`src/dicr_pkg.sv`:
```
package dicr_pkg;
   localparam int BYTE_W    = 8;
   localparam int WORD_W    = 16;
   localparam int NUM_DAC   = 4;
   localparam int NUM_CURRENT_OUTPUT  = 2;
   localparam int DAC_IDX_W = 2;
   localparam int SYNC_W    = 3;
   localparam int MODE_LO   = 0;
   localparam int MODE_W    = 2;
   localparam int LOAD_W    = 2;
   localparam int BIT_COR   = 7;
   localparam int BIT_EOD   = 6;
   localparam int BIT_DIS   = 5;
   localparam int BIT_SINK  = 4;
   localparam int BIT_RSVD  = 3;
   localparam int BIT_REF   = 2;

   localparam logic [7:0]  ADR_LOW      = 8'hB5;
   localparam logic [7:0]  ADR_HIGH     = 8'hB6;
   localparam logic [7:0]  ADR_SEL      = 8'hB7;
   localparam logic [7:0]  SEL_DAC_LAST = 8'h03;
   localparam logic [7:0]  SEL_CTRL01   = 8'h04;
   localparam logic [7:0]  SEL_CTRL23   = 8'h05;
   localparam logic [7:0]  SEL_LOAD     = 8'h06;
   localparam logic [7:0]  RST_SEL      = 8'h00;
   localparam logic [7:0]  RST_CTRL01   = 8'h63;
   localparam logic [7:0]  RST_CTRL23   = 8'h03;
   localparam logic [7:0]  RST_LOAD     = 8'h00;
   localparam logic [7:0]  RST_BYTE     = 8'h00;
   localparam logic [15:0] RST_WORD     = 16'h0000;
   localparam logic [7:0]  MASK_CTRL01  = 8'h77;
   localparam logic [7:0]  MASK_CTRL23  = 8'h07;

   localparam logic [1:0]  MODE_NORMAL  = 2'h0;
   localparam logic [1:0]  MODE_HIZ     = 2'h3;
   localparam logic [1:0]  LOAD_DIRECT  = 2'h0;
   localparam logic [1:0]  LOAD_MILLISECOND_TICK    = 2'h1;
   localparam logic [1:0]  LOAD_HALF_MILLISECOND_TICK   = 2'h2;
   localparam logic [1:0]  LOAD_SYNC    = 2'h3;
   localparam logic [1:0]  OVR_TICKS    = 2'h3;
   localparam logic [1:0]  CNT_ZERO     = 2'h0;
   localparam logic [1:0]  CNT_STEP     = 2'h1;
endpackage

```
`src/dicr_load.sv`:
```
module dicr_load (
   input  wire logic                        clk_i,
   input  wire logic                        srst_i,
   input  wire logic                        wr_lo_i,
   input  wire logic                        wr_hi_i,
   input  wire logic [dicr_pkg::BYTE_W-1:0] wdata_i,
   input  wire logic [dicr_pkg::LOAD_W-1:0] opt_i,
   input  wire logic                        millisecond_tick_i,
   input  wire logic                        half_millisecond_tick_i,
   input  wire logic                        sync_i,
   output logic      [dicr_pkg::WORD_W-1:0] hold_o,
   output logic      [dicr_pkg::WORD_W-1:0] drive_o
);
   import dicr_pkg::*;

   typedef struct packed {
      logic [WORD_W-1:0] hold;
      logic [WORD_W-1:0] drive;
   } dicr_load_st_t;

   dicr_load_st_t q;
   dicr_load_st_t d;

   always_comb begin
      d = q;
      if (wr_lo_i) begin
         d.hold[BYTE_W-1:0] = wdata_i;
      end
      if (wr_hi_i) begin
         d.hold[WORD_W-1:BYTE_W] = wdata_i;
      end
      case (opt_i)
         LOAD_DIRECT: begin
            if (wr_lo_i) begin
               d.drive = {q.hold[WORD_W-1:BYTE_W], wdata_i};
            end
         end
         LOAD_MILLISECOND_TICK: begin
            if (millisecond_tick_i) begin
               d.drive = q.hold;
            end
         end
         LOAD_HALF_MILLISECOND_TICK: begin
            if (half_millisecond_tick_i) begin
               d.drive = q.hold;
            end
         end
         default: begin
         end
      endcase
      if (sync_i) begin
         d.drive = q.hold;
      end
   end

   always_ff @(posedge clk_i) begin
      if (srst_i) begin
         q <= '{hold: RST_WORD, drive: RST_WORD};
      end else begin
         q <= d;
      end
   end

   assign hold_o  = q.hold;
   assign drive_o = q.drive;
endmodule

```
`src/dicr_ovr.sv`:
```
module dicr_ovr (
   input  wire logic clk_i,
   input  wire logic srst_i,
   input  wire logic raw_i,
   input  wire logic millisecond_tick_i,
   input  wire logic en_i,
   input  wire logic clr_i,
   output logic      status_o,
   output logic      hiz_o
);
   import dicr_pkg::*;

   typedef struct packed {
      logic [SYNC_W-1:0] sync;
      logic              filt;
      logic [1:0]        cnt;
      logic              latch;
   } dicr_ovr_st_t;

   dicr_ovr_st_t q;
   dicr_ovr_st_t d;

   always_comb begin
      d = q;
      d.sync = {q.sync[SYNC_W-2:0], raw_i};
      if (q.sync[SYNC_W-2] == q.sync[SYNC_W-1]) begin
         d.filt = q.sync[SYNC_W-1];
      end
      if (clr_i && !q.filt) begin
         d.latch = 1'b0;
      end
      if (!en_i) begin
         d.latch = 1'b0;
         d.cnt   = CNT_ZERO;
      end else if (!q.filt) begin
         d.cnt = CNT_ZERO;
      end else if (millisecond_tick_i) begin
         if (q.cnt == OVR_TICKS - CNT_STEP) begin
            d.latch = 1'b1;
         end else begin
            d.cnt = q.cnt + CNT_STEP;
         end
      end
   end

   always_ff @(posedge clk_i) begin
      if (srst_i) begin
         q <= '{sync: '0, filt: 1'b0, cnt: CNT_ZERO, latch: 1'b0};
      end else begin
         q <= d;
      end
   end

   assign status_o = en_i ? q.latch : q.filt;
   assign hiz_o    = q.latch;
endmodule

```
`src/dicr_top.sv`:
```
// Function
// - Selector steers byte ports: 00-03 data, 04/05 controls, 06 load, 07 none.
// - Each DAC data word is 16 bits, low and high bytes, reset zero.
// - Writing 0 to status releases high impedance unless overload persists; 1 ignored.
// - Status reads latched overload when detecting, otherwise the synchronized, filtered over-range signal.
// - Three consecutive millisecond ticks of overload disable output, registers kept.
// - DAC0/1 current output disable bit: 0 on, 1 off; normal mode only.
// - DAC0/1 direction bit selects sourcing at 0, external sinking at 1.
// - Two-bit output mode: 00 normal, others power down; current off unless 00.
// - Load register holds two-bit option per DAC, DAC0 lowest, DAC3 highest.
// - Option 00: low byte write loads buffer and output; high byte only buffers.
// - Option 01: buffered word reaches output on next millisecond tick.
// - Option 10: buffered word reaches output on next half millisecond tick.
// - Writing option 11 transfers buffered word to output right after the write.
module dicr_top (
   input  wire logic                          CLK_I,
   input  wire logic                          SRST_I,
   input  wire logic [dicr_pkg::BYTE_W-1:0]   SFR_ADDR_I,
   input  wire logic [dicr_pkg::BYTE_W-1:0]   SFR_WDATA_I,
   input  wire logic                          SFR_WR_I,
   input  wire logic                          SFR_RD_I,
   output logic      [dicr_pkg::BYTE_W-1:0]   SFR_RDATA_O,
   input  wire logic                          MILLISECOND_TICK_TICK_I,
   input  wire logic                          HALF_MILLISECOND_TICK_TICK_I,
   input  wire logic [dicr_pkg::NUM_CURRENT_OUTPUT-1:0] OVER_RANGE_I,
   output logic      [dicr_pkg::WORD_W-1:0]   DAC_VALUE0_O,
   output logic      [dicr_pkg::WORD_W-1:0]   DAC_VALUE1_O,
   output logic      [dicr_pkg::WORD_W-1:0]   DAC_VALUE2_O,
   output logic      [dicr_pkg::WORD_W-1:0]   DAC_VALUE3_O,
   output logic      [2*dicr_pkg::NUM_DAC-1:0] OUT_MODE_O,
   output logic      [dicr_pkg::NUM_DAC-1:0]  REF_SEL_O,
   output logic      [dicr_pkg::NUM_CURRENT_OUTPUT-1:0] CURRENT_OUTPUT_ON_O,
   output logic      [dicr_pkg::NUM_CURRENT_OUTPUT-1:0] CURRENT_OUTPUT_SINK_O,
   output logic      [dicr_pkg::NUM_CURRENT_OUTPUT-1:0] OVR_HIZ_O
);
   import dicr_pkg::*;

   typedef struct packed {
      logic [BYTE_W-1:0]              sel;
      logic [NUM_DAC-1:0][BYTE_W-1:0] ctrl;
      logic [BYTE_W-1:0]              load;
      logic [BYTE_W-1:0]              rdata;
   } dicr_top_st_t;

   localparam dicr_top_st_t RST_ST = '{
      sel:   RST_SEL,
      ctrl:  {RST_CTRL23, RST_CTRL23, RST_CTRL01, RST_CTRL01},
      load:  RST_LOAD,
      rdata: RST_BYTE
   };

   function automatic logic [BYTE_W-1:0] merge(
      input logic [BYTE_W-1:0] old,
      input logic [BYTE_W-1:0] wd,
      input logic [BYTE_W-1:0] msk
   );
      merge = (old & ~msk) | (wd & msk);
   endfunction

   function automatic logic [BYTE_W-1:0] with_status(
      input logic [BYTE_W-1:0] ctl,
      input logic              st
   );
      with_status          = ctl;
      with_status[BIT_COR] = st;
   endfunction

   dicr_top_st_t         q;
   dicr_top_st_t         d;
   logic                 wr_lo;
   logic                 wr_hi;
   logic                 wr_sel;
   logic [NUM_DAC-1:0]   lo_dac;
   logic [NUM_DAC-1:0]   hi_dac;
   logic [NUM_DAC-1:0]   sync_dac;
   logic [NUM_DAC-1:0]   hiz_all;
   logic [NUM_CURRENT_OUTPUT-1:0]  clr_dac;
   logic [NUM_CURRENT_OUTPUT-1:0]  ovr_stat;
   logic [NUM_CURRENT_OUTPUT-1:0]  ovr_hiz;
   logic [MODE_W-1:0]    eff_mode [NUM_DAC];
   logic [WORD_W-1:0]    hold_w   [NUM_DAC];
   logic [WORD_W-1:0]    drive_w  [NUM_DAC];
   logic [BYTE_W-1:0]    rd_mux;

   // Port decode; the selector register gives the byte ports their meaning.
   assign wr_lo  = SFR_WR_I && (SFR_ADDR_I == ADR_LOW);
   assign wr_hi  = SFR_WR_I && (SFR_ADDR_I == ADR_HIGH);
   assign wr_sel = SFR_WR_I && (SFR_ADDR_I == ADR_SEL);

   always_comb begin
      d       = q;
      d.rdata = RST_BYTE;
      if (wr_sel) begin
         d.sel = SFR_WDATA_I;
      end
      if (wr_lo && q.sel == SEL_CTRL01) begin
         d.ctrl[0] = merge(q.ctrl[0], SFR_WDATA_I, MASK_CTRL01);
      end
      if (wr_hi && q.sel == SEL_CTRL01) begin
         d.ctrl[1] = merge(q.ctrl[1], SFR_WDATA_I, MASK_CTRL01);
      end
      if (wr_lo && q.sel == SEL_CTRL23) begin
         d.ctrl[2] = merge(q.ctrl[2], SFR_WDATA_I, MASK_CTRL23);
      end
      if (wr_hi && q.sel == SEL_CTRL23) begin
         d.ctrl[3] = merge(q.ctrl[3], SFR_WDATA_I, MASK_CTRL23);
      end
      if (wr_lo && q.sel == SEL_LOAD) begin
         d.load = SFR_WDATA_I;
      end
      if (SFR_RD_I) begin
         d.rdata = rd_mux;
      end
   end

   // Read data; anything not decoded answers zero.
   always_comb begin
      rd_mux = RST_BYTE;
      if (SFR_ADDR_I == ADR_SEL) begin
         rd_mux = q.sel;
      end else if (SFR_ADDR_I == ADR_LOW) begin
         if (q.sel <= SEL_DAC_LAST) begin
            rd_mux = hold_w[q.sel[DAC_IDX_W-1:0]][BYTE_W-1:0];
         end else if (q.sel == SEL_CTRL01) begin
            rd_mux = with_status(q.ctrl[0], ovr_stat[0]);
         end else if (q.sel == SEL_CTRL23) begin
            rd_mux = q.ctrl[2];
         end else if (q.sel == SEL_LOAD) begin
            rd_mux = q.load;
         end
      end else if (SFR_ADDR_I == ADR_HIGH) begin
         if (q.sel <= SEL_DAC_LAST) begin
            rd_mux = hold_w[q.sel[DAC_IDX_W-1:0]][WORD_W-1:BYTE_W];
         end else if (q.sel == SEL_CTRL01) begin
            rd_mux = with_status(q.ctrl[1], ovr_stat[1]);
         end else if (q.sel == SEL_CTRL23) begin
            rd_mux = q.ctrl[3];
         end
      end
   end

   always_ff @(posedge CLK_I) begin
      if (SRST_I) begin
         q <= RST_ST;
      end else begin
         q <= d;
      end
   end

   // One data and load channel for every DAC.
   for (genvar i = 0; i < NUM_DAC; i++) begin : g_dac
      assign lo_dac[i]   = wr_lo && (q.sel == BYTE_W'(i));
      assign hi_dac[i]   = wr_hi && (q.sel == BYTE_W'(i));
      assign sync_dac[i] = wr_lo && (q.sel == SEL_LOAD)
                           && (SFR_WDATA_I[LOAD_W*i +: LOAD_W] == LOAD_SYNC);
      dicr_load u_load (
         .clk_i   (CLK_I),
         .srst_i  (SRST_I),
         .wr_lo_i (lo_dac[i]),
         .wr_hi_i (hi_dac[i]),
         .wdata_i (SFR_WDATA_I),
         .opt_i   (q.load[LOAD_W*i +: LOAD_W]),
         .millisecond_tick_i  (MILLISECOND_TICK_TICK_I),
         .half_millisecond_tick_i (HALF_MILLISECOND_TICK_TICK_I),
         .sync_i  (sync_dac[i]),
         .hold_o  (hold_w[i]),
         .drive_o (drive_w[i])
      );
      assign eff_mode[i] = hiz_all[i] ? MODE_HIZ
                                      : q.ctrl[i][MODE_LO +: MODE_W];
      assign OUT_MODE_O[MODE_W*i +: MODE_W] = eff_mode[i];
      assign REF_SEL_O[i] = q.ctrl[i][BIT_REF];
   end

   // Overload watch for the DACs with a current output.
   for (genvar i = 0; i < NUM_CURRENT_OUTPUT; i++) begin : g_ovr
      assign clr_dac[i] = (i == 0 ? wr_lo : wr_hi) && (q.sel == SEL_CTRL01)
                          && !SFR_WDATA_I[BIT_COR];
      dicr_ovr u_ovr (
         .clk_i    (CLK_I),
         .srst_i   (SRST_I),
         .raw_i    (OVER_RANGE_I[i]),
         .millisecond_tick_i   (MILLISECOND_TICK_TICK_I),
         .en_i     (q.ctrl[i][BIT_EOD]),
         .clr_i    (clr_dac[i]),
         .status_o (ovr_stat[i]),
         .hiz_o    (ovr_hiz[i])
      );
      assign CURRENT_OUTPUT_ON_O[i]   = !q.ctrl[i][BIT_DIS] && (eff_mode[i] == MODE_NORMAL);
      assign CURRENT_OUTPUT_SINK_O[i] = q.ctrl[i][BIT_SINK];
   end

   assign hiz_all      = {{(NUM_DAC - NUM_CURRENT_OUTPUT){1'b0}}, ovr_hiz};
   assign OVR_HIZ_O    = ovr_hiz;
   assign SFR_RDATA_O  = q.rdata;
   assign DAC_VALUE0_O = drive_w[0];
   assign DAC_VALUE1_O = drive_w[1];
   assign DAC_VALUE2_O = drive_w[2];
   assign DAC_VALUE3_O = drive_w[3];
endmodule

```
`config.mk`:
```
export PLATFORM = sky130hd
export DESIGN_NAME = dicr_top
export DESIGN_NICKNAME = d
export VERILOG_FILES = /design/src/dicr_pkg.sv /design/src/dicr_load.sv /design/src/dicr_ovr.sv /design/src/dicr_top.sv
export SDC_FILE = /design/constraint.sdc
export NUM_CORES = 1
export LEC_CHECK = 0
export BUFFER_PORTS_ARGS = -buffer_cell sky130_fd_sc_hd__buf_2
export CAP_MARGIN = 20
export CELL_PAD_IN_SITES_DETAIL_PLACEMENT = 1
export CELL_PAD_IN_SITES_GLOBAL_PLACEMENT = 2
export CORE_MARGIN = 2
export CORE_UTILIZATION = 37
export CTS_CLUSTER_DIAMETER = 50
export DETAILED_ROUTE_END_ITERATION = 10
export PLACE_DENSITY = 0.78
export SLEW_MARGIN = 30
export SYNTH_ARGS = -nofsm -noshare
export SYNTH_HDL_FRONTEND = slang
export SYNTH_HIERARCHICAL = 1
export SYNTH_SLANG_ARGS = --single-unit
```
`constraint.sdc`:
```
create_clock -name CLK_I -period 3.68 [get_ports CLK_I]
set_input_delay 0.368 -clock CLK_I [delete_from_list [all_inputs] [get_ports CLK_I]]
set_output_delay 0.368 -clock CLK_I [all_outputs]
set_load 0.02 [all_outputs]
```
==> key figures <==
Outcome
  • Status: finished clean

Floorplan
  • Io pins: 114
  • Initial core utilization: 37.3%
  • Core area: 24,100 µm²
  • Die area: between 20,000 and 30,000 µm²
  • Rows: between 50 and 60
  • Die Ht: between 150 and 200 µm
  • Die Width: 160 µm

Setup path
  • Crit. Startpoint: q[51]$_SDFFE_PP0P_
  • Startpoint types: flop
  • Cells along the critical path: or4_4 > nor4_4 > nand4_1 > buf_4 > nor2_1 > nor3b_1 > nor2_2 > buf_4 > a21oi_1 > a311oi_1
  • Kind of critical path: flop to flop
  • Setup crit end kind: flop
  • CP Max Fanout: 17
  • R2R Path Start: q[51]$_SDFFE_PP0P_
  • Worst reg-to-reg setup slack: 470 ps
  • CP max stage cell: or4_4
  • R2R depth: 10
  • Slowest stage delay, CP: approximately 580 ps
  • Critical Path Most Common Cell: buf_4
  • Worst EP arrival: 3560 ps
  • Worst endpoint required time: approximately 4000 ps
  • Reg-to-Reg End: g_dac[1].u_load/drive_o[7]$_SDFFE_PP0P_

Detailed routing
  • Met1 wire length: 12,900 µm
  • First-pass iteration count of the detailed router: 4
  • Drt first-iter violations: 475
  • DR vias: 6,887
  • Routed length on met3: 942 µm
  • Met2 WL: 12,700 µm
  • Uppermost layer routed: met4
  • Routed WL per cell: 21.1 µm
  • Number of remaining DRC errors: 0
  • Vias per cell: roughly 5.4
  • Post-route ant nets: 0
  • Post-Route WL: 27,000 µm

STA
  • Final Skew: 7.39 ps
  • Pins Over Slew Limit: 0
  • RSZ-0062 raised after global routing: false
  • Final hold viol count: 0
  • Sum Neg Setup Slack: 0 ps
  • Final worst slack: around 470 ps
  • Worst slew margin: 52.9%
  • Final min period: 3210 ps
  • Measured slew at the worst slew-check pin: 704 ps
  • Fin crit share: 87.2%
  • Peak Freq: roughly 0.31 GHz
  • Final setup fails: 0

Pwr
  • Leakage: 4.12 nW
  • Peak VDD IR: 0.000242 V
  • Total power: 4.01 mW
  • Pwr/cell area: between 300 and 400 nW/µm²

Min path
  • Hold Crit Start: OVER_RANGE_I[0]
  • Hold path cells: 2
  • Min-Delay Path Class: primary input to flop
  • Worst Hold Endpoint: g_ovr[0].u_ovr/d[5]$_SDFF_PP0_

Final layout
  • Fin area: 10,000 µm²
  • Area growth, synth to finish: 11.8%
  • Most frequent cells in the layout: 184 x dfxtp_1, 127 x mux2i_1, 119 x nor2_1
  • Antenna Cells: 0
  • Share of cells above drive strength 1: 27.4%
  • Most common cell after layout, fill and taps aside: dfxtp_1
  • Final #Nets: 980
  • Final cell utilization of the core: 41.7%

Yosys
  • Netlist Area Pre-Place: 8990 µm²
  • Unique masters post-synth: 56
  • Ys async rst share: 0%
  • Average size of a mapped cell: 10.1 µm²
  • Post-synthesis sequential area ratio: 41.0%
  • EDFF count, synth: 0
  • Most used DFF post-synth: dfxtp_1
  • Syn Nets: 930
  • Yosys reg bits: 184
  • Ys Warns: 6
  • Gate count of the mapped netlist: 892

CTS
  • Clk buf depth: 2
  • Root Buffer: clkbuf_16
  • Total CTS buffers: 17
  • TritonCTS clock tree: built
  • Clk_lat worst skew: 440 ps
  • Clock sink total: 184
  • Post-CTS Resized: 0
  • CTS H-tree depth: 4
  • Hold buffer count at cts: 0
  • Clk slew on worst S/H paths: 70 ps
  • Setup bufs post-CTS: 0

Place
  • I/O Buffers: 113
  • Placed cell areas: 9460 µm²
  • GPL Wtd Cong: 0.847
  • Place WS: 504 ps
  • Post-detail-place hpwl: 19,200 µm

Global routing
  • Tot GR Track Use: 21.2%
  • Grt total ovfl: 0
  • Initial antenna violation count: 0
  • Largest net degree at the start of global routing: 61
  • First-pass GRT wire length: 41,500 µm
  • Vias in the first global route: 6,847

Flow run
  • Number of max-cap violations: 0
-- worst max-delay path, delay by kind of cell, from the launching register on --
family	cells	cell delay, ps
buf+inv	2	530
flops	1	340
simple gates	6	1910
compound gates	2	310
-- through the flow --
step	hold slack, ps	cells
5_1_grt	146	1279
6_report	135	1279
4_1_cts	124	1279
3_5_place_dp	437	1247
3_3_place_gp	420	1247
2_1_floorplan	414	892
-- Yosys cell counts (all sizes together), types with 6 or more instances --
master  count  share of area [%]
nor2      129                5.7
mux2i     127                 14
nand2      18               0.86
a311oi     32                3.1
nand4      13                1.2
a21oi      41                2.3
nand2b     14               0.97
ha         14                1.9
a211o      12                1.2
inv        22               0.92
o22ai       6               0.42
buf        82                6.8
clkbuf     29                1.2
nor3        6               0.39
a31o       32                3.1
dfxtp     184                 41
mux4       16                4.0
nor2b      15                1.2
nor4        8               0.72
and4       33                3.6
-- metal layers --
metal	GRT usage (%)	up-vias
met5	0	-
met4	5.90	0
met3	3.45	24
met2	34.1	146
met1	29.4	3400
li1	-	3317
-- cell families (layout without fill, tap and decap cells) --
| group | count (synthesis) | after routing | share of synthesized area [%] |
|---|---|---|---|
| buffers and inverters | 133 | 196 | 8.98 |
| and+or+nand+nor | 259 | 259 | 16.4 |
| muxes | 148 | 148 | 18.8 |
| AOI/OAI and AO/OA | 152 | 152 | 12.7 |
| adders and majority gates | 14 | 14 | 1.95 |
| xor gates and xnor gates | 2 | 2 | 0.195 |
| DFF | 184 | 184 | 41.0 |
-- sequential cells by signal, summed over array words and instances, names as in the netlist --
signal,count
g_dac.u_load/drive_o,64
g_dac.u_load/hold_o,64
q,24
SFR_RDATA_O,8
g_ovr.u_ovr/q,8
OUT_MODE_O,4
REF_SEL_O,4
g_ovr.u_ovr/d,4
CURRENT_OUTPUT_SINK_O,2
g_ovr.u_ovr/hiz_o,2
-- worst max path at each step --
stage | endpoint
CTS | g_dac[1].u_load/drive_o[7]$_SDFFE_PP0P_
floorplan | g_dac[0].u_load/drive_o[10]$_SDFFE_PP0P_
global route | g_dac[1].u_load/drive_o[7]$_SDFFE_PP0P_
global placement | g_dac[1].u_load/drive_o[15]$_SDFFE_PP0P_
finish | g_dac[1].u_load/drive_o[7]$_SDFFE_PP0P_
detailed placement | g_dac[1].u_load/drive_o[7]$_SDFFE_PP0P_
-- power breakdown --
group / leakage, nW / switching, mW / internal (mW)
registers: 1.48 / 0.00172 / 1.99
logic: 2.35 / 0.113 / 0.0386
clock network: 0.287 / 0.847 / 1.02
-- area by class of cell --
class,count,area (µm²)
fill,2753,14100
sequential,184,3680
inverter,22,82.6
clock inverter,11,111
clock buffer,21,480
timing repair buffer,142,786
tap,324,405
multi-input combinational,575,4500
Power figures use the tool's default switching activity.
